[config.mk]
export PLATFORM = sky130hd
export DESIGN_NAME = cec_top
export DESIGN_NICKNAME = d
export VERILOG_FILES = /design/src/hdl/cec_pkg.sv /design/src/hdl/cec_top.sv
export SDC_FILE = /design/constraint.sdc
export NUM_CORES = 2
export LEC_CHECK = 0
export CAP_MARGIN = 5
export CORE_ASPECT_RATIO = 0.75
export CORE_MARGIN = 4
export CORE_UTILIZATION = 50
export CTS_CLUSTER_DIAMETER = 60
export DETAILED_ROUTE_END_ITERATION = 16
export DONT_BUFFER_PORTS = 1
export PLACE_DENSITY = 0.62
export SYNTH_ARGS = -nofsm -noshare
export SYNTH_HDL_FRONTEND = slang
export SYNTH_SLANG_ARGS = --single-unit
[constraint.sdc]
create_clock -name CLK -period 25.3 [get_ports CLK]
set_input_delay 2.53 -clock CLK [delete_from_list [all_inputs] [get_ports CLK]]
set_output_delay 2.53 -clock CLK [all_outputs]
set_load 0.05 [all_outputs]
[src/hdl/cec_pkg.sv]
package cec_pkg;
  // Clock and timing
  localparam int unsigned CLK_HZ = 10_000_000;
  localparam int unsigned ON_HOLD_MS = 2000;
  localparam int unsigned MODE_HOLD_MS = 3000;
  localparam int unsigned IDLE_TIMEOUT_MS = 3000;
  localparam int unsigned TENTH_HOUR_S = 360;
  localparam int unsigned ON_HOLD_CYC = ON_HOLD_MS * (CLK_HZ / 1000);
  localparam int unsigned MODE_HOLD_CYC = MODE_HOLD_MS * (CLK_HZ / 1000);
  localparam int unsigned IDLE_TIMEOUT_CYC = IDLE_TIMEOUT_MS * (CLK_HZ / 1000);
  localparam longint unsigned TENTH_HOUR_CYC = longint'(TENTH_HOUR_S) * CLK_HZ;
  // Defaults of settings
  localparam logic [15:0] ENGAGE_RPM_DEF = 16'd900;
  localparam logic [15:0] WARN_PUMP_DEF = 16'd3650;
  localparam logic [15:0] WARN_CLEAR_PUMP = 16'd3600;
  localparam logic [15:0] CUT_PUMP_DEF = 16'd4500;
  localparam logic [15:0] OIL_WARN_DEF = 16'd212;
  localparam logic [15:0] OIL_CUT_DEF = 16'd240;
  localparam logic [15:0] PRESS_LIMIT_PSI = 16'd10;
  localparam logic [17:0] HOURS_MAX = 18'd99999;
  // Pump ratio in hundredths
  localparam logic [15:0] RATIO_A = 16'd244;
  localparam logic [15:0] RATIO_B = 16'd267;
  // Register byte addresses
  localparam logic [7:0] A_CTRL = 8'h00;
  localparam logic [7:0] A_ENG_RPM = 8'h04;
  localparam logic [7:0] A_WARN_PUMP = 8'h08;
  localparam logic [7:0] A_CUT_PUMP = 8'h0c;
  localparam logic [7:0] A_OIL_WARN = 8'h10;
  localparam logic [7:0] A_OIL_CUT = 8'h14;
  localparam logic [7:0] A_STATUS = 8'h18;
  localparam logic [7:0] A_FAULT = 8'h1c;
  localparam logic [7:0] A_HOURS = 8'h20;
  // CTRL fields
  localparam int CTRL_UNIT_C = 0;
  localparam int CTRL_PRESS_LO = 1;
  localparam int CTRL_RATIO = 3;
  localparam int CTRL_AUTO_ON = 4;
  localparam int CTRL_SRC_PULSE = 5;
  // Fault codes
  localparam logic [3:0] F_NONE = 4'h0;
  localparam logic [3:0] F_NO_RPM = 4'h3;
  localparam logic [3:0] F_NO_PRESS = 4'h5;
  localparam logic [3:0] F_NO_TEMP = 4'ha;
  localparam logic [1:0] RESP_OKAY = 2'b00;
  localparam logic [1:0] RESP_SLVERR = 2'b10;
  typedef enum logic [2:0] {
    CEC_VIEW_RPM = 3'b001,
    CEC_VIEW_AIR = 3'b010,
    CEC_VIEW_HRS = 3'b100
  } cec_view_e;
  typedef enum logic [1:0] {
    CEC_RUN = 2'b01,
    CEC_SET = 2'b10
  } cec_mode_e;
endpackage : cec_pkg

[src/hdl/cec_top.sv]
// The register offsets and the AXI4-Lite interface to the registers were left to the implementer.
`timescale 1ns/1ns
// How it works
// - Engage only when engine speed is at or below the engagement limit (900).
// - Engage only while air pressure is below 10 psi.
// - Engage only while oil temperature is below the 212 F warning level.
// - On/off button must be held 2 s to turn on, and 2 s to turn off.
// - On/off button is ignored while interlock is inactive.
// - Auto-start engages on interlock when conditions hold; button still turns off.
// - Engaged LED lights only with all conditions met and clutch driven.
// - Drop clutch and show cutout message above disengage speed over pump ratio.
// - Overspeed LED sets above 3650/ratio, clears at 3600/ratio.
// - High speed warning between warning and disengage thresholds, no disengage.
// - Compressor hot warning between oil warning and shutdown settings.
// - Above oil shutdown setting (240 F) disengage and show shutdown hot.
// - Low foam or transmission hot disengage, sound buzzer, show message.
// - Fault codes E3 no speed, E5 no pressure, E10 no temperature.
// - Buzzer sounds on overspeed, oil hot, transmission hot or low foam.
// - Bleed message when engagement is tried at or above 10 psi.
// - Hours counted while engaged in 0.1 h steps up to 9999.9, kept.
// - Mode press cycles view speed, airflow, hours; speed is default.
// - Mode held 3 s enters settings; both held 3 s leave it.
// - Ratio setting picks 2.44 (default) or the alternative.
// - Settings hold engagement limit, speed thresholds and oil limits.
// - Settings select F or C and psi, kPa or bar display units.
// - Speed from alternator pulses or data bus, data bus by default.
// - Settings mode returns to normal after 3 s without button input.
module cec_top (
  // Clock and reset
  input wire logic CLK,
  input wire logic RSTN,
  // AXI4-Lite slave
  input wire logic [7:0] S_AXI_AWADDR,
  input wire logic S_AXI_AWVALID,
  output logic S_AXI_AWREADY,
  input wire logic [31:0] S_AXI_WDATA,
  input wire logic [3:0] S_AXI_WSTRB,
  input wire logic S_AXI_WVALID,
  output logic S_AXI_WREADY,
  output logic [1:0] S_AXI_BRESP,
  output logic S_AXI_BVALID,
  input wire logic S_AXI_BREADY,
  input wire logic [7:0] S_AXI_ARADDR,
  input wire logic S_AXI_ARVALID,
  output logic S_AXI_ARREADY,
  output logic [31:0] S_AXI_RDATA,
  output logic [1:0] S_AXI_RRESP,
  output logic S_AXI_RVALID,
  input wire logic S_AXI_RREADY,
  // Sensors
  input wire logic [15:0] BUS_RPM,
  input wire logic BUS_RPM_VALID,
  input wire logic [15:0] PULSE_RPM,
  input wire logic PULSE_RPM_VALID,
  input wire logic [15:0] AIR_PSI,
  input wire logic PRESS_PRESENT,
  input wire logic [15:0] OIL_F,
  input wire logic TEMP_PRESENT,
  input wire logic INTERLOCK,
  input wire logic AGENT_LEVEL_LOW,
  input wire logic TRANS_HOT,
  // Buttons
  input wire logic BTN_ONOFF,
  input wire logic BTN_MODE,
  // Outputs
  output logic CLUTCH,
  output logic ENGAGED_LED,
  output logic OVERSPEED_LED,
  output logic BUZZER,
  output logic SPEED_HIGH_WARNING,
  output logic SPEED_CUTOUT_MESSAGE,
  output logic OIL_HOT_WARNING,
  output logic OIL_SHUTDOWN_MESSAGE,
  output logic AGENT_SHUTDOWN_MESSAGE,
  output logic TRANS_SHUTDOWN_MESSAGE,
  output logic PRESSURE_BLEED_PENDING,
  output logic AIR_PRESSURE_HIGH,
  output logic [3:0] FAULT_CODE,
  output logic [2:0] VIEW,
  output logic SETTINGS_MODE
);

  ////////////////////////////////////////////////////////////////////////////
  typedef struct packed {
    logic aw_got;
    logic w_got;
    logic [7:0] aw_addr;
    logic [31:0] w_data;
    logic w_stb;
    logic bvalid;
    logic [1:0] bresp;
    logic rvalid;
    logic [31:0] rdata;
    logic [1:0] rresp;
    logic [5:0] ctrl;
    logic [15:0] eng_rpm;
    logic [15:0] warn_pump;
    logic [15:0] cut_pump;
    logic [15:0] oil_warn;
    logic [15:0] oil_cut;
    logic on;
    logic clutch;
    logic engaged;
    logic ovs_led;
    logic [24:0] on_cnt;
    logic on_done;
    logic [24:0] mode_cnt;
    logic mode_done;
    logic [24:0] both_cnt;
    logic both_done;
    logic [24:0] idle_cnt;
    logic mode_q;
    logic ilk_q;
    logic bleed;
    logic [31:0] tenth_cnt;
    logic [17:0] hours;
    cec_pkg::cec_view_e view;
    cec_pkg::cec_mode_e mode;
    logic [3:0] fault;
    logic [10:0] outs;
  } cec_state_s;

  cec_state_s s_reg;
  cec_state_s s_next;
  logic rst_m_reg;
  logic rstn_reg;

  // Reset release through two flip-flops
  always_ff @(posedge CLK or negedge RSTN) begin
    if (!RSTN) begin
      rst_m_reg <= 1'b0;
      rstn_reg <= 1'b0;
    end else begin
      rst_m_reg <= 1'b1;
      rstn_reg <= rst_m_reg;
    end
  end

  // Pump speed threshold scaled to engine speed: pump * 100 / ratio
  function automatic logic [15:0] cec_scale(input logic [15:0] pump, input logic alt);
    logic [23:0] num;
    num = 24'(pump) * 24'd100;
    cec_scale = 16'(num / 24'(alt ? cec_pkg::RATIO_B : cec_pkg::RATIO_A));
  endfunction : cec_scale

  // Hold counter; returns saturating count
  function automatic logic [24:0] cec_hold(input logic press, input logic [24:0] cnt);
    cec_hold = !press ? 25'h0 : (cnt == 25'h1ffffff ? cnt : cnt + 25'h1);
  endfunction : cec_hold

  ////////////////////////////////////////////////////////////////////////////
  logic [15:0] rpm;
  logic rpm_ok;
  logic [15:0] warn_rpm;
  logic [15:0] clr_rpm;
  logic [15:0] cut_rpm;
  logic cond_ok;
  logic over_cut;
  logic oil_shut;
  logic trip;
  logic on_fire;
  logic aw_ok;
  logic w_ok;

  always_comb begin
    rpm = s_reg.ctrl[cec_pkg::CTRL_SRC_PULSE] ? PULSE_RPM : BUS_RPM;
    rpm_ok = s_reg.ctrl[cec_pkg::CTRL_SRC_PULSE] ? PULSE_RPM_VALID : BUS_RPM_VALID;
    warn_rpm = cec_scale(s_reg.warn_pump, s_reg.ctrl[cec_pkg::CTRL_RATIO]);
    clr_rpm = cec_scale(cec_pkg::WARN_CLEAR_PUMP, s_reg.ctrl[cec_pkg::CTRL_RATIO]);
    cut_rpm = cec_scale(s_reg.cut_pump, s_reg.ctrl[cec_pkg::CTRL_RATIO]);
    // Shutdown causes; any of them drops the clutch
    over_cut = rpm_ok && (rpm > cut_rpm);
    oil_shut = TEMP_PRESENT && (OIL_F > s_reg.oil_cut);
    trip = over_cut || oil_shut || AGENT_LEVEL_LOW || TRANS_HOT
      || (s_reg.fault != cec_pkg::F_NONE);
    // Start conditions, checked when the request is made
    cond_ok = rpm_ok && (rpm <= s_reg.eng_rpm)
      && (AIR_PSI < cec_pkg::PRESS_LIMIT_PSI)
      && (OIL_F < s_reg.oil_warn)
      && (s_reg.fault == cec_pkg::F_NONE) && !trip;
    // One on/off action per completed hold, none in settings
    on_fire = s_reg.on_done && !(s_reg.mode == cec_pkg::CEC_SET)
      && INTERLOCK && !BTN_MODE;
    // Address and data are taken in either order
    aw_ok = S_AXI_AWVALID && !s_reg.aw_got;
    w_ok = S_AXI_WVALID && !s_reg.w_got;
  end

  ////////////////////////////////////////////////////////////////////////////
  always_comb begin
    s_next = s_reg;
    // Bus write path
    if (aw_ok) begin
      s_next.aw_got = 1'b1;
      s_next.aw_addr = S_AXI_AWADDR;
    end
    if (w_ok) begin
      s_next.w_got = 1'b1;
      s_next.w_data = S_AXI_WDATA;
      // Strobe kept with the data, valid only with WVALID
      s_next.w_stb = S_AXI_WSTRB[0];
    end
    if (s_reg.aw_got && s_reg.w_got && !s_reg.bvalid) begin
      s_next.aw_got = 1'b0;
      s_next.w_got = 1'b0;
      s_next.bvalid = 1'b1;
      s_next.bresp = cec_pkg::RESP_OKAY;
      case (s_reg.aw_addr)
        cec_pkg::A_CTRL: if (s_reg.w_stb) s_next.ctrl = s_reg.w_data[5:0];
        cec_pkg::A_ENG_RPM: s_next.eng_rpm = s_reg.w_data[15:0];
        cec_pkg::A_WARN_PUMP: s_next.warn_pump = s_reg.w_data[15:0];
        cec_pkg::A_CUT_PUMP: s_next.cut_pump = s_reg.w_data[15:0];
        cec_pkg::A_OIL_WARN: s_next.oil_warn = s_reg.w_data[15:0];
        cec_pkg::A_OIL_CUT: s_next.oil_cut = s_reg.w_data[15:0];
        cec_pkg::A_STATUS, cec_pkg::A_FAULT, cec_pkg::A_HOURS: s_next.bresp = cec_pkg::RESP_OKAY;
        default: s_next.bresp = cec_pkg::RESP_SLVERR;
      endcase
    end
    if (s_reg.bvalid && S_AXI_BREADY) s_next.bvalid = 1'b0;
    // Bus read path
    if (S_AXI_ARVALID && !s_reg.rvalid) begin
      s_next.rvalid = 1'b1;
      s_next.rresp = cec_pkg::RESP_OKAY;
      case (S_AXI_ARADDR)
        cec_pkg::A_CTRL: s_next.rdata = {26'h0, s_reg.ctrl};
        cec_pkg::A_ENG_RPM: s_next.rdata = {16'h0, s_reg.eng_rpm};
        cec_pkg::A_WARN_PUMP: s_next.rdata = {16'h0, s_reg.warn_pump};
        cec_pkg::A_CUT_PUMP: s_next.rdata = {16'h0, s_reg.cut_pump};
        cec_pkg::A_OIL_WARN: s_next.rdata = {16'h0, s_reg.oil_warn};
        cec_pkg::A_OIL_CUT: s_next.rdata = {16'h0, s_reg.oil_cut};
        cec_pkg::A_STATUS: s_next.rdata = {16'h0, s_reg.outs, s_reg.on, s_reg.clutch,
          s_reg.engaged, s_reg.ovs_led, s_reg.mode == cec_pkg::CEC_SET};
        cec_pkg::A_FAULT: s_next.rdata = {28'h0, s_reg.fault};
        cec_pkg::A_HOURS: s_next.rdata = {14'h0, s_reg.hours};
        default: begin
          s_next.rdata = 32'h0;
          s_next.rresp = cec_pkg::RESP_SLVERR;
        end
      endcase
    end
    if (s_reg.rvalid && S_AXI_RREADY) s_next.rvalid = 1'b0;

    // Faults, first missing sensor wins
    if (!rpm_ok) s_next.fault = cec_pkg::F_NO_RPM;
    else if (!PRESS_PRESENT) s_next.fault = cec_pkg::F_NO_PRESS;
    else if (!TEMP_PRESENT) s_next.fault = cec_pkg::F_NO_TEMP;
    else s_next.fault = cec_pkg::F_NONE;

    // Button hold timers
    s_next.on_cnt = cec_hold(BTN_ONOFF && !BTN_MODE && INTERLOCK, s_reg.on_cnt);
    s_next.on_done = (s_reg.on_cnt == 25'(cec_pkg::ON_HOLD_CYC - 1));
    s_next.mode_cnt = cec_hold(BTN_MODE && !BTN_ONOFF, s_reg.mode_cnt);
    s_next.mode_done = (s_reg.mode_cnt == 25'(cec_pkg::MODE_HOLD_CYC - 1));
    s_next.both_cnt = cec_hold(BTN_MODE && BTN_ONOFF, s_reg.both_cnt);
    s_next.both_done = (s_reg.both_cnt == 25'(cec_pkg::MODE_HOLD_CYC - 1));
    s_next.mode_q = BTN_MODE;
    s_next.ilk_q = INTERLOCK;

    // Operating mode and view
    case (s_reg.mode)
      cec_pkg::CEC_RUN: begin
        if (s_reg.mode_done) begin
          s_next.mode = cec_pkg::CEC_SET;
          s_next.idle_cnt = 25'h0;
        end else if (s_reg.mode_q && !BTN_MODE && s_reg.mode_cnt < 25'(cec_pkg::MODE_HOLD_CYC)
                     && !BTN_ONOFF) begin
          // Short press advances the view on release
          case (s_reg.view)
            cec_pkg::CEC_VIEW_RPM: s_next.view = cec_pkg::CEC_VIEW_AIR;
            cec_pkg::CEC_VIEW_AIR: s_next.view = cec_pkg::CEC_VIEW_HRS;
            default: s_next.view = cec_pkg::CEC_VIEW_RPM;
          endcase
        end
      end
      cec_pkg::CEC_SET: begin
        s_next.idle_cnt = (BTN_MODE || BTN_ONOFF) ? 25'h0 : s_reg.idle_cnt + 25'h1;
        if (s_reg.both_done
            || s_reg.idle_cnt == 25'(cec_pkg::IDLE_TIMEOUT_CYC - 1)) begin
          s_next.mode = cec_pkg::CEC_RUN;
        end
      end
      default: s_next.mode = cec_pkg::CEC_RUN;
    endcase

    // Engagement request
    s_next.bleed = 1'b0;
    if (on_fire && s_reg.on) s_next.on = 1'b0;
    else if (on_fire || (s_reg.ctrl[cec_pkg::CTRL_AUTO_ON] && INTERLOCK
             && !s_reg.ilk_q)) begin
      if (cond_ok) s_next.on = 1'b1;
      s_next.bleed = AIR_PSI >= cec_pkg::PRESS_LIMIT_PSI;
    end
    if (trip || !INTERLOCK) s_next.on = 1'b0;
    // Lamp lights one cycle after the clutch and goes out with it
    s_next.clutch = s_next.on;
    s_next.engaged = s_next.on && s_reg.clutch && !trip;

    // Overspeed LED with hysteresis
    if (rpm_ok && rpm > warn_rpm) s_next.ovs_led = 1'b1;
    else if (!rpm_ok || rpm <= clr_rpm) s_next.ovs_led = 1'b0;

    // Hour meter
    // Stops at its top value; the total is kept while off
    if (s_reg.clutch && s_reg.hours < cec_pkg::HOURS_MAX) begin
      if (s_reg.tenth_cnt == 32'(cec_pkg::TENTH_HOUR_CYC - 1)) begin
        s_next.tenth_cnt = 32'h0;
        s_next.hours = s_reg.hours + 18'h1;
      end else begin
        s_next.tenth_cnt = s_reg.tenth_cnt + 32'h1;
      end
    end

    // Messages and buzzer
    s_next.outs[0] = rpm_ok && rpm >= warn_rpm && rpm <= cut_rpm;
    s_next.outs[1] = over_cut;
    s_next.outs[2] = TEMP_PRESENT && OIL_F > s_reg.oil_warn && OIL_F <= s_reg.oil_cut;
    s_next.outs[3] = oil_shut;
    s_next.outs[4] = AGENT_LEVEL_LOW;
    s_next.outs[5] = TRANS_HOT;
    // Bleed message holds until pressure is below the limit
    s_next.outs[6] = s_reg.outs[6] ? !(AIR_PSI < cec_pkg::PRESS_LIMIT_PSI) || s_next.bleed
      : s_next.bleed;
    s_next.outs[7] = AIR_PSI >= cec_pkg::PRESS_LIMIT_PSI;
    s_next.outs[8] = s_reg.ovs_led || over_cut || oil_shut || s_next.outs[2]
      || AGENT_LEVEL_LOW || TRANS_HOT;
    s_next.outs[10:9] = 2'b00;
  end

  ////////////////////////////////////////////////////////////////////////////
  always_ff @(posedge CLK or negedge rstn_reg) begin
    if (!rstn_reg) begin
      // Settings return to defaults, view to speed and mode to run, all else clears
      s_reg <= '0;
      s_reg.ctrl <= 6'h00;
      s_reg.eng_rpm <= cec_pkg::ENGAGE_RPM_DEF;
      s_reg.warn_pump <= cec_pkg::WARN_PUMP_DEF;
      s_reg.cut_pump <= cec_pkg::CUT_PUMP_DEF;
      s_reg.oil_warn <= cec_pkg::OIL_WARN_DEF;
      s_reg.oil_cut <= cec_pkg::OIL_CUT_DEF;
      s_reg.view <= cec_pkg::CEC_VIEW_RPM;
      s_reg.mode <= cec_pkg::CEC_RUN;
    end else begin
      s_reg <= s_next;
    end
  end

  ////////////////////////////////////////////////////////////////////////////
  // Ready is low only while a word is held
  assign S_AXI_AWREADY = !s_reg.aw_got;
  assign S_AXI_WREADY = !s_reg.w_got;
  assign S_AXI_BVALID = s_reg.bvalid;
  assign S_AXI_BRESP = s_reg.bresp;
  assign S_AXI_ARREADY = !s_reg.rvalid;
  assign S_AXI_RVALID = s_reg.rvalid;
  assign S_AXI_RDATA = s_reg.rdata;
  assign S_AXI_RRESP = s_reg.rresp;
  assign CLUTCH = s_reg.clutch;
  assign ENGAGED_LED = s_reg.engaged;
  assign OVERSPEED_LED = s_reg.ovs_led;
  assign SPEED_HIGH_WARNING = s_reg.outs[0];
  assign SPEED_CUTOUT_MESSAGE = s_reg.outs[1];
  assign OIL_HOT_WARNING = s_reg.outs[2];
  assign OIL_SHUTDOWN_MESSAGE = s_reg.outs[3];
  assign AGENT_SHUTDOWN_MESSAGE = s_reg.outs[4];
  assign TRANS_SHUTDOWN_MESSAGE = s_reg.outs[5];
  assign PRESSURE_BLEED_PENDING = s_reg.outs[6];
  assign AIR_PRESSURE_HIGH = s_reg.outs[7];
  assign BUZZER = s_reg.outs[8];
  assign FAULT_CODE = s_reg.fault;
  assign VIEW = s_reg.view;
  assign SETTINGS_MODE = (s_reg.mode == cec_pkg::CEC_SET);

endmodule : cec_top

==> impl_metrics.ini <==
[outcome]
run_status = complete, but fails checks
violated_checks = setup timing

[timing]
maxSlewHeadroom = 0.152
grt_setup_unrepaired = true
slew_violations = 0
post-route-worst-setup-slack_ns = -22.21
skew_final_ns = 0.0483
setup_violators_final = 6
layout_min_cycle_time_ns = 47.51
final_min_period_over_clock_period = 1.88
max_slew.worst_pin.slew_ns = 1.27
finalHoldViolations = 0
max_clock_freq_mhz = 21.0

[cells_and_area]
final_layout_size_suffix_gt1_frac = 0.373
register_area_um2 = 7870
area_growth_from_synthesis_to_layout_pct = 45.5
finalNonFillerCells = 8812
layout.cells.most_common_list = 2121 x buf_4, 502 x nor2_1, 485 x nand2_1
layout.cells.most_common = buf_4
number_of_flip_flops_in_the_largest_register = 270
fillCellCount = 6767
multi_input_area_um2 = 36000
finalNetCount = 8320

[cts]
ctsRootBufferMaster = clkbuf_16
cts-htree-levels = 1
worst_skew_pair.late_latency_ns = 0.61
cts_buffer_depth = 3
tritoncts = yes
cts.sink_count = 313
clock_edge_transition_at_the_registers_on_the_reported_setup_and_hold_paths_ns = 0.07
numCtsBuffers = 28

[grt]
grt_pass1_vias = 48900
grt_pass1_wl_um = 254000
grt_util_all_layers = 0.330
antenna_violations_before_repair = 12
remaining_overflow_grt = 0
grt_max_degree = 170

[critical_path]
delay_of_the_slowest_cell_on_the_worst_path_ns = 0.60
timing.critical_path.to_type = flip-flop
cpMostUsedCell = o21a_1
critical_path.reg2reg.endpoint = ENGAGED_LED$_DFF_PN0_
crit_path_max_delay_cell_type = dfstp_2
worstPathRequired_ns = 25.75
setup_crit_start_kind = flip-flop
timing_worst_setup_path_type = flip-flop to flip-flop
reg2reg_from = s_reg[214]$_DFFE_PN1P_
logic_depth_of_the_worst_register_to_register_path = 290
critical_path_peak_fanout = 12
worst-r2r-setup-slack_ns = -22.21
worst-endpoint-arrival_ns = 47.96

[detailed_routing]
route.detailed.wl_per_inst_um = 18.6
drtPass1Iterations = 8
route.detailed.vias_per_inst = 5.82
postRouteAntennaNets = 0
route.detailed.drc = 0
drt_first_iter_violations = 4190
postRouteWirelength_um = 164000
dr_total_vias = 51300

[hold_path]
hold_sp = rst_m_reg$_DFF_PN0_
worst_hold_path_endpoint = rstn_reg$_DFF_PN0_
timing.hold.worst_path_depth = 0
holdCritPathClass = flip-flop to flip-flop

[yosys]
ys.warnings.count = 0
synth.avg_cell_area_um2 = 7.73
synthesis.area_um2 = 43800
synth_ff_type = dfrtp_1
synth_top_area_share = 0.165
syn-instance-count = 5657
fraction_of_the_yosys_area_taken_by_sequential_cells = 0.180
synth_top_cells_by_area = dfrtp_1 17%, ha_1 15%, nor2_1 4.6%, nand2_1 4.4%, xnor2_1 4.3%
synth_cell_types = 133
synth_enable_flop_cells = 0
synth_top_cell_by_area = dfrtp_1
ys_async_sr_fraction = 1.00
postSynthRegisterBits = 313

[run]
drv.max_cap_violation_count = 0

[placement]
dp.final_hpwl_um = 124000
placedCellCount = 8420
port_buffers = 0
place.gp.congestion = 0.968
dpl_worst_slack_ns = -21.05

[floorplanning]
width_of_the_die_um = 350
core_um2 = 86300
io_pins = 193
die_area_um2 = 92400
initial_core_util = 0.507
std_cell_rows = 93
die_y_um = 264
==> cells in the mapped netlist, types with 71 or more instances <==
| cell | instances |
|---|---|
| a21o_1 | 118 |
| a21oi_1 | 351 |
| and3_1 | 71 |
| clkbuf_1 | 110 |
| dfrtp_1 | 289 |
| ha_1 | 517 |
| inv_1 | 296 |
| mux2_2 | 161 |
| nand2_1 | 518 |
| nand2b_1 | 96 |
| nand3_1 | 154 |
| nand4_1 | 108 |
| nor2_1 | 542 |
| nor2b_1 | 78 |
| nor3_1 | 208 |
| o21a_1 | 144 |
| o21ai_0 | 344 |
| o31ai_1 | 102 |
| xnor2_1 | 217 |
| xor2_1 | 147 |
==> layout make-up <==
cell class | instances | area share
diodes | 4 | 0.000157
clock buffers | 41 | 0.0126
clock inverters | 8 | 0.00230
inverters | 310 | 0.0192
multi-input cells | 4859 | 0.566
flip-flops and latches | 313 | 0.124
well taps | 1140 | 0.0224
repair buffers | 2136 | 0.254
repair inverters | 1 | 0.0000983
==> per-stage QoR <==
stage | hold WS, ns | util | TNS, ns | cell area, µm²
after floorplan | 0.331 | - | -123.83 | 45100
after global placement | 0.334 | 0.681 | -115.51 | 58800
after detailed placement | 0.352 | 0.681 | -123.33 | 58800
after CTS | 0.366 | 0.717 | -118.70 | 61900
after global routing | 0.381 | 0.737 | -142.96 | 63600
final | 0.359 | 0.737 | -128.73 | 63600
==> critical path, delay by kind of cell (launching register included) <==
| family | cells | cell delay, ns |
|---|---|---|
| AO/OA/AOI/OAI | 165 | 26.09 |
| AND/OR/NAND/NOR | 85 | 12.50 |
| adder cells (fa/ha/maj) | 23 | 6.33 |
| buffers and inverters | 14 | 1.40 |
| flip-flops | 1 | 0.60 |
| XOR/XNOR | 2 | 0.26 |
| multiplexers | 1 | 0.09 |
==> metal layers <==
metal	global-route usage	vias up	share of wire	wire length [µm]
li1	-	24800	-	-
met1	0.467	24200	0.46	74800
met3	0.0496	414	0.069	11400
met4	0.104	12	0.040	6590
met2	0.519	1848	0.43	70800
met5	0	-	0.00049	80
==> what timing repair did <==
| action | in CTS | in global routing |
|---|---|---|
| hold buffers | 0 | 0 |
| setup endpoints to repair | 6 | 6 |
| pin swaps | 93 | 232 |
| cloned | 2 | 0 |
| buffers inserted | 223 | 118 |
| resized for setup | 83 | 183 |
==> how the worst max path moves through the flow <==
stage	startpoint	to	slack, ns	cells past startpoint
floorplan	s_reg[214]$_DFFE_PN1P_	ENGAGED_LED$_DFF_PN0_	-21.33	300
global placement	s_reg[214]$_DFFE_PN1P_	ENGAGED_LED$_DFF_PN0_	-19.58	286
detailed placement	s_reg[214]$_DFFE_PN1P_	ENGAGED_LED$_DFF_PN0_	-21.05	286
CTS	s_reg[214]$_DFFE_PN1P_	ENGAGED_LED$_DFF_PN0_	-20.28	291
global route	s_reg[214]$_DFFE_PN1P_	ENGAGED_LED$_DFF_PN0_	-24.57	289
finish	s_reg[214]$_DFFE_PN1P_	ENGAGED_LED$_DFF_PN0_	-22.21	290
==> cell families (layout without fill, tap and decap cells) <==
family | count (synthesis) | after routing | synth area share
adders and majority gates | 542 | 542 | 0.159
other | 2 | 25 | 0.000172
and+or+nand+nor | 2123 | 2124 | 0.242
muxes | 207 | 207 | 0.0523
buffers and inverters | 505 | 2496 | 0.0481
AOI/OAI and AO/OA | 1598 | 1598 | 0.245
DFF | 313 | 313 | 0.180
xor gates and xnor gates | 367 | 367 | 0.0741
Power is not shown: default switching activity piles up to over one toggle a cycle in this logic, so the estimate is an artifact.
